### config.mk
export PLATFORM = sky130hd
export DESIGN_NAME = ttt_timer_table
export DESIGN_NICKNAME = d
export VERILOG_FILES = /design/src/ttt_pkg.sv /design/src/ttt_prescaler.sv /design/src/ttt_timer_table.sv
export SDC_FILE = /design/constraint.sdc
export NUM_CORES = 2
export LEC_CHECK = 0
export ABC_AREA = 1
export BUFFER_PORTS_ARGS = -buffer_cell sky130_fd_sc_hd__buf_2
export CORE_UTILIZATION = 40
export DETAILED_ROUTE_END_ITERATION = 8
export SYNTH_ARGS = -nofsm -noshare
export SYNTH_HDL_FRONTEND = slang
export SYNTH_SLANG_ARGS = --single-unit
### constraint.sdc
create_clock -name i_core_clk -period 5.5 [get_ports i_core_clk]
set_clock_uncertainty 0.1 [all_clocks]
set_input_delay 1.375 -clock i_core_clk [delete_from_list [all_inputs] [get_ports i_core_clk]]
set_output_delay 1.375 -clock i_core_clk [all_outputs]
set_load 0.1 [all_outputs]
### src/ttt_pkg.sv
// Constants for the tick-scanned timer table
package ttt_pkg;
    localparam int TTT_N = 16;
    localparam logic [3:0] TTT_A_EVENTS = 4'h0;
    localparam logic [3:0] TTT_A_MASK = 4'h1;
    localparam logic [3:0] TTT_A_CMD_PARAM = 4'h2;
    localparam logic [3:0] TTT_A_CMD = 4'h3;
    localparam logic [3:0] TTT_A_CONFIG = 4'h4;
    localparam logic [3:0] TTT_A_TALLY = 4'h5;
    localparam logic [3:0] TTT_A_VALID = 4'h6;
    localparam logic [3:0] TTT_A_RESTART = 4'h7;
    localparam logic [3:0] TTT_A_CPM_MASK = 4'h8;
    localparam logic [3:0] TTT_A_CPM_PEND = 4'h9;
    localparam logic [3:0] TTT_A_ENTRY = 4'ha;
    localparam logic [15:0] TTT_SET_TIMER = 16'h0851;
    localparam int TTT_P_VALID = 31;
    localparam int TTT_P_RESTART = 30;
    localparam int TTT_P_NUM_LO = 16;
    localparam int TTT_CFG_ENABLE = 6;
    localparam int TTT_TICK_UNIT = 1024;
    localparam logic [15:0] TTT_RST16 = 16'h0000;
    localparam logic [31:0] TTT_RST32 = 32'h0000_0000;
    localparam logic [6:0] TTT_RST_CFG = 7'h00;
endpackage

### src/ttt_prescaler.sv
// Tick prescaler: one tick every (field+1)*1024 clocks
`timescale 1ns/1ps
`default_nettype none
module ttt_prescaler
    import ttt_pkg::*;
(
    input wire logic i_core_clk,
    input wire logic i_nrst,
    input wire logic i_enable,
    input wire logic [5:0] i_prescale,
    output logic o_tick
);
    logic [15:0] cnt_r;
    logic [15:0] limit;

    assign limit = 16'((32'(i_prescale) + 32'd1) * TTT_TICK_UNIT - 1);

    always_ff @(posedge i_core_clk or negedge i_nrst) begin
        if (!i_nrst) begin
            cnt_r <= TTT_RST16;
            o_tick <= 1'b0;
        end else if (!i_enable) begin
            cnt_r <= TTT_RST16;
            o_tick <= 1'b0;
        end else if (cnt_r >= limit) begin
            cnt_r <= TTT_RST16;
            o_tick <= 1'b1;
        end else begin
            cnt_r <= cnt_r + 16'h0001;
            o_tick <= 1'b0;
        end
    end
endmodule
`default_nettype wire

### src/ttt_timer_table.sv
// Timer table: register port, command, per-tick scan
`timescale 1ns/1ps
`default_nettype none
module ttt_timer_table
    import ttt_pkg::*;
(
    input wire logic i_core_clk,
    input wire logic i_nrst,
    input wire logic [7:0] i_addr,
    input wire logic [31:0] i_wdata,
    input wire logic i_wr,
    input wire logic i_rd,
    input wire logic i_busy,
    output logic [31:0] o_rdata,
    output logic o_irq
);
    typedef enum logic [1:0] {TTT_IDLE, TTT_SCAN, TTT_TALLY} ttt_state_e;

    ttt_state_e state_r;
    logic [15:0] events_r;
    logic [15:0] mask_r;
    logic [31:0] cmd_param_r;
    logic [6:0] config_r;
    logic [31:0] tally_r;
    logic [15:0] valid_r;
    logic [15:0] restart_r;
    logic cpm_mask_r;
    logic cpm_pend_r;
    logic [15:0] init_r [TTT_N];
    logic [15:0] cur_r [TTT_N];
    logic [3:0] idx_r;
    logic tick;
    logic tick_pend_r;
    logic [15:0] set_ev;
    logic [3:0] cmd_num;
    logic cmd_go;
    logic [3:0] reg_sel;
    logic [3:0] ent_sel;

    function automatic logic [15:0] ttt_load(input logic [15:0] period);
        ttt_load = period; // zero wraps to 0xffff on first decrement, so it times out like 65536
    endfunction

    assign reg_sel = i_addr[3:0];
    assign ent_sel = i_addr[7:4];
    assign cmd_num = cmd_param_r[TTT_P_NUM_LO +: 4];
    assign cmd_go = i_wr && reg_sel == TTT_A_CMD && i_wdata[15:0] == TTT_SET_TIMER;

    ttt_prescaler u_pre (
        .i_core_clk(i_core_clk),
        .i_nrst(i_nrst),
        .i_enable(config_r[TTT_CFG_ENABLE]),
        .i_prescale(config_r[5:0]),
        .o_tick(tick)
    );

    // Timeout of the entry being scanned
    always_comb begin
        set_ev = 16'h0000;
        if (state_r == TTT_SCAN && !cmd_go && valid_r[idx_r] && cur_r[idx_r] == 16'h0001) begin
            set_ev[idx_r] = 1'b1;
        end
    end

    // Scan sequencer
    always_ff @(posedge i_core_clk or negedge i_nrst) begin
        if (!i_nrst) begin
            state_r <= TTT_IDLE;
            idx_r <= 4'h0;
            tick_pend_r <= 1'b0;
            tally_r <= TTT_RST32;
        end else begin
            if (tick) begin
                tick_pend_r <= 1'b1;
            end
            if (i_wr && reg_sel == TTT_A_TALLY) begin
                tally_r <= i_wdata;
            end
            case (state_r)
                TTT_IDLE: begin
                    if (tick_pend_r && !i_busy && !cmd_go) begin
                        tick_pend_r <= tick;
                        idx_r <= 4'h0;
                        state_r <= TTT_SCAN;
                    end
                end
                TTT_SCAN: begin
                    if (!cmd_go) begin
                        idx_r <= idx_r + 4'h1;
                        if (idx_r == 4'hf) begin
                            state_r <= TTT_TALLY;
                        end
                    end
                end
                TTT_TALLY: begin
                    tally_r <= tally_r + 32'h0000_0001;
                    state_r <= TTT_IDLE;
                end
                default: state_r <= TTT_IDLE;
            endcase
        end
    end

    // Timer entries, valid and mode bits
    always_ff @(posedge i_core_clk or negedge i_nrst) begin
        if (!i_nrst) begin
            valid_r <= TTT_RST16;
            restart_r <= TTT_RST16;
            for (int i = 0; i < TTT_N; i++) begin
                init_r[i] <= TTT_RST16;
                cur_r[i] <= TTT_RST16;
            end
        end else if (cmd_go) begin
            valid_r[cmd_num] <= cmd_param_r[TTT_P_VALID];
            if (cmd_param_r[TTT_P_VALID]) begin
                restart_r[cmd_num] <= cmd_param_r[TTT_P_RESTART];
                init_r[cmd_num] <= ttt_load(cmd_param_r[15:0]);
                cur_r[cmd_num] <= ttt_load(cmd_param_r[15:0]);
            end
        end else if (state_r == TTT_SCAN && valid_r[idx_r]) begin
            if (set_ev[idx_r]) begin
                if (restart_r[idx_r]) begin
                    cur_r[idx_r] <= init_r[idx_r];
                end else begin
                    cur_r[idx_r] <= cur_r[idx_r] - 16'h0001;
                    valid_r[idx_r] <= 1'b0;
                end
            end else begin
                cur_r[idx_r] <= cur_r[idx_r] - 16'h0001;
            end
        end
    end

    // Event register, set wins over clear
    always_ff @(posedge i_core_clk or negedge i_nrst) begin
        if (!i_nrst) begin
            events_r <= TTT_RST16;
        end else if (i_wr && reg_sel == TTT_A_EVENTS) begin
            events_r <= (events_r & ~i_wdata[15:0]) | set_ev;
        end else begin
            events_r <= events_r | set_ev;
        end
    end

    // Software registers
    always_ff @(posedge i_core_clk or negedge i_nrst) begin
        if (!i_nrst) begin
            mask_r <= TTT_RST16;
            cmd_param_r <= TTT_RST32;
            config_r <= TTT_RST_CFG;
            cpm_mask_r <= 1'b0;
        end else if (i_wr) begin
            case (reg_sel)
                TTT_A_MASK: mask_r <= i_wdata[15:0];
                TTT_A_CMD_PARAM: cmd_param_r <= i_wdata;
                TTT_A_CONFIG: config_r <= i_wdata[6:0];
                TTT_A_CPM_MASK: cpm_mask_r <= i_wdata[0];
                default: ;
            endcase
        end
    end

    // Module pending bit: set by any unmasked event, cleared by one
    always_ff @(posedge i_core_clk or negedge i_nrst) begin
        if (!i_nrst) begin
            cpm_pend_r <= 1'b0;
        end else if (|(events_r & mask_r)) begin
            cpm_pend_r <= 1'b1;
        end else if (i_wr && reg_sel == TTT_A_CPM_PEND && i_wdata[0]) begin
            cpm_pend_r <= 1'b0;
        end
    end

    always_ff @(posedge i_core_clk or negedge i_nrst) begin
        if (!i_nrst) begin
            o_irq <= 1'b0;
        end else begin
            o_irq <= cpm_pend_r && cpm_mask_r;
        end
    end

    // Read port, data one cycle after strobe
    always_ff @(posedge i_core_clk or negedge i_nrst) begin
        if (!i_nrst) begin
            o_rdata <= TTT_RST32;
        end else if (i_rd) begin
            case (reg_sel)
                TTT_A_EVENTS: o_rdata <= {16'h0000, events_r};
                TTT_A_MASK: o_rdata <= {16'h0000, mask_r};
                TTT_A_CMD_PARAM: o_rdata <= cmd_param_r;
                TTT_A_CONFIG: o_rdata <= {25'h0000000, config_r};
                TTT_A_TALLY: o_rdata <= tally_r;
                TTT_A_VALID: o_rdata <= {16'h0000, valid_r};
                TTT_A_RESTART: o_rdata <= {16'h0000, restart_r};
                TTT_A_CPM_MASK: o_rdata <= {31'h00000000, cpm_mask_r};
                TTT_A_CPM_PEND: o_rdata <= {31'h00000000, cpm_pend_r};
                TTT_A_ENTRY: o_rdata <= {init_r[ent_sel], cur_r[ent_sel]};
                default: o_rdata <= TTT_RST32;
            endcase
        end else begin
            o_rdata <= TTT_RST32;
        end
    end
endmodule
`default_nettype wire

==> results.md <==
- Synth top area cells: dfrtp_1, nand2_1, o21ai_0
- Root Driver: clkbuf_16
- Final setup TNS: 0 ns
- Lkg Pwr: 28.9 nW
- Grt met1 use: 0.504
- WL final: 259,000 um
- Dpl hpwl: 157,000 um
- Slowest cell on crit path: buf_4
- Most frequent cell after synthesis: nand2_1
- Yosys top cell area share: 0.336
- Via-per-instance ratio: 6.06
- Final setup fails: 0
- Global Route met2 Usage: 0.553
- Unrepaired setup endpoints after global routing: false
- GP Congestion: 0.992
- Final Hold Fails: 0
- DRT Pass-1 Iters: 7
- Final ANT Viol Nets: 0
- Port bufs: 77
- Synth Register Bits: 706
- Clk_lat worst skew: 0.77 ns
- Met3 Resource Use GR: 0.0932
- Area growth, synth to finish: 10.5%
- TritonCTS Buffers: 88
- HP Class: reg2reg
- EDFF count, synth: 0
- Syn_nets: 8,723
- Syn Inst Count: 8,663
- Layout cells sized above 1: 0.0698
- Total die area: 0.133 mm^2
- Gr usage total: 0.381
- Period utilization: 0.998
- Arrival time at the worst endpoint: 6.01 ns
- Buf/Inv on CP: 4
- Unique masters post-synth: 49
- CTS tree: done
- Fin area: 0.0582 mm^2
- Initial antenna violation count: 9
- Fin nets: 8,465
- Violated checks: max-slew violations
- Req. time, crit path: 6.02 ns
- MaxCap Viol Count: 0
- Initial core utilization: 0.405
- Drt initial violations: 9,527
- CP endpoint kind: flop
- Post-synthesis sequential area ratio: 0.336
- Max stage delay on crit path: 0.56 ns
- Slew headroom: -0.354
- Core outline area: 0.130 mm^2
- Cell mode on critical path: nand2_1
- CP Launch Type: flop
- Pin count of the biggest net entering global routing: 208
- Htree depth: 3
- GRT busiest layer: met2
- Pwr Density: 240 mW/mm^2
- Post-synth ARST share: 1.00
- VDD IR max: 0.243 mV
- DIE WIDTH: 365 um
- Final core occ: 0.448
- Worst hold margin: 0.330 ns
- GRT Residual Overflow: 0
- Actual slew at the worst max-slew pin: 2.03 ns
- Status: finished with violations
- Ports: 78
- Routed via count: 62,000
- Post_cts resized: 0
- Crit path kind: reg2reg
- Die H: 365 um
- Commonest cells in the synthesized netlist: nand2_1, o21ai_0, nand3_1
- Worst path top cell family by delay: simple AND/OR/NAND/NOR gates
- Core Rows: 132
- DRC viols: 0
- Syn avg cell area: 6.08 um^2
- Clk buf depth: 3
- R2R setup slack: 0.01 ns
- Fin crit period: 5.49 ns
- Average wire per standard cell: 25.3 um
- First-pass GRT wire length: 379,000 um
- Main synth FF type: dfrtp_1
- # hold bufs at CTS: 0
- Placed Area: 0.0549 mm^2
- Yosys top cell by area: dfrtp_1
- Ys Warns: 0
- Crit Path Max Fanout: 207
- Post-CTS Setup Inserts: 0
- Clk sink count: 706
- Cell area after synthesis: 0.0527 mm^2
- Vias in the first global route: 55,700
- Highest Clock Rate: 182 MHz
- CTS clock-pin slew for the worst setup and hold paths: 0.06 ns
- Max-slew violation count: 116
[cells in the final DEF, fill, tap and decap left out, types with 7 or more instances in the layout]
master | netlist | routed
a221oi_1 | 35 | 35
a21oi_1 | 335 | 335
nor2_1 | 404 | 380
clkinv_1 | 9 | 7
dfrtp_1 | 706 | 700
o31ai_1 | 13 | 13
clkbuf_16 | 0 | 88
inv_2 | 16 | 16
o221ai_1 | 23 | 23
clkbuf_1 | 551 | 16
nor2_2 | 8 | 26
nand2_2 | 8 | 8
ha_1 | 15 | 15
o21ai_1 | 24 | 24
o22ai_1 | 17 | 17
o21ai_4 | 10 | 10
clkbuf_8 | 0 | 24
xnor2_1 | 8 | 8
nand3_1 | 708 | 707
bufinv_16 | 0 | 13
inv_1 | 424 | 423
a31oi_1 | 7 | 7
o211ai_1 | 109 | 109
o21ai_0 | 1466 | 1466
xor2_1 | 28 | 27
buf_12 | 0 | 31
nor2_4 | 1 | 7
buf_2 | 52 | 73
clkinv_2 | 0 | 12
buf_4 | 37 | 249
nand2_1 | 3485 | 3484
nor3_1 | 23 | 23
nand4_1 | 34 | 34
nor4_1 | 8 | 8
[routing by layer]
metal / up-vias / wire [um]
met5: - / 79
met4: 12 / 18700
met3: 957 / 32600
met2: 4248 / 108000
met1: 29000 / 100000
li1: 27700 / -
[sequential cells by signal, summed over array words and instances (netlist names), 32 cells and up]
register     count
cur_r          256
init_r         256
cmd_param_r     32
o_rdata         32
tally_r         32
[worst register-to-register path: stages (launching register included)]
cell and delay [ns]:
dfrtp_4 0.48, buf_12 0.35, buf_4 0.43, nand2_1 0.09
nand3_1 0.08, nand2_1 0.08, nand2_1 0.07, nand2_1 0.05
nor2_1 0.49, nand3_1 0.23, nor2_1 0.15, nand2_1 0.10
nor2_4 0.32, nand3_1 0.13, nand3_1 0.10, nand2_1 0.05
nand2_1 0.15, nand2_8 0.09, buf_12 0.28, buf_4 0.93
o21ai_0 0.28, nand2_1 0.08, nand2_1 0.07, nand2_1 0.08
nand2_1 0.06, nand2_1 0.06
[path summary, 6_finish.rpt]
check                                            start  depth (start not counted)                     end
worst min register to register  u_pre.o_tick$_DFF_PN0_                          1   tick_pend_r$_DFF_PN0_
max in group asynchronous                       i_nrst                          2  init_r[57]$_DFFE_PN0P_
min in group asynchronous                       i_nrst                          1   cur_r[16]$_DFFE_PN0P_
worst max register to register    idx_r[0]$_DFFE_PN0P_                         25   cur_r[35]$_DFFE_PN0P_
worst min-delay path            u_pre.o_tick$_DFF_PN0_                          1   tick_pend_r$_DFF_PN0_
worst max-delay path              idx_r[0]$_DFFE_PN0P_                         25   cur_r[35]$_DFFE_PN0P_
[stage by stage]
step | std cells | setup slack (ns) | power (mW)
floorplan | 8663 | 1.20 | 6.38
global placement | 10100 | 0.139 | 7.26
detailed placement | 10100 | 0.0973 | 7.28
CTS | 10200 | 0.531 | 13.9
global route | 10200 | 0.0887 | 14.2
finish | 10200 | 0.0104 | 13.9
[report_power, final]
group	total, mW	switching [mW]	internal, mW
sequential	5.60	0.250	5.35
combinational	1.67	1.34	0.330
clock	6.68	2.75	3.93
total	13.9	4.34	9.60
[layout make-up]
class,instances,area (um^2)
fill,13700,71800
multi-input combinational,6803,30400
sequential,706,17700
timing repair buffer,356,2900
clock buffer,128,2590
tap,1742,2180
inverter,450,1710
clock inverter,37,689
antenna,3,7.51
[cells by family after synthesis]
group                      Yosys count  synth area share
and+or+nand+nor                   4696             0.357
AOI/OAI and AO/OA                 2056             0.209
buffers and inverters             1154            0.0890
DFF                                706             0.336
xor gates and xnor gates            36           0.00599
adders and majority gates           15           0.00356
Note: power is estimated with default switching activity, not from simulation.
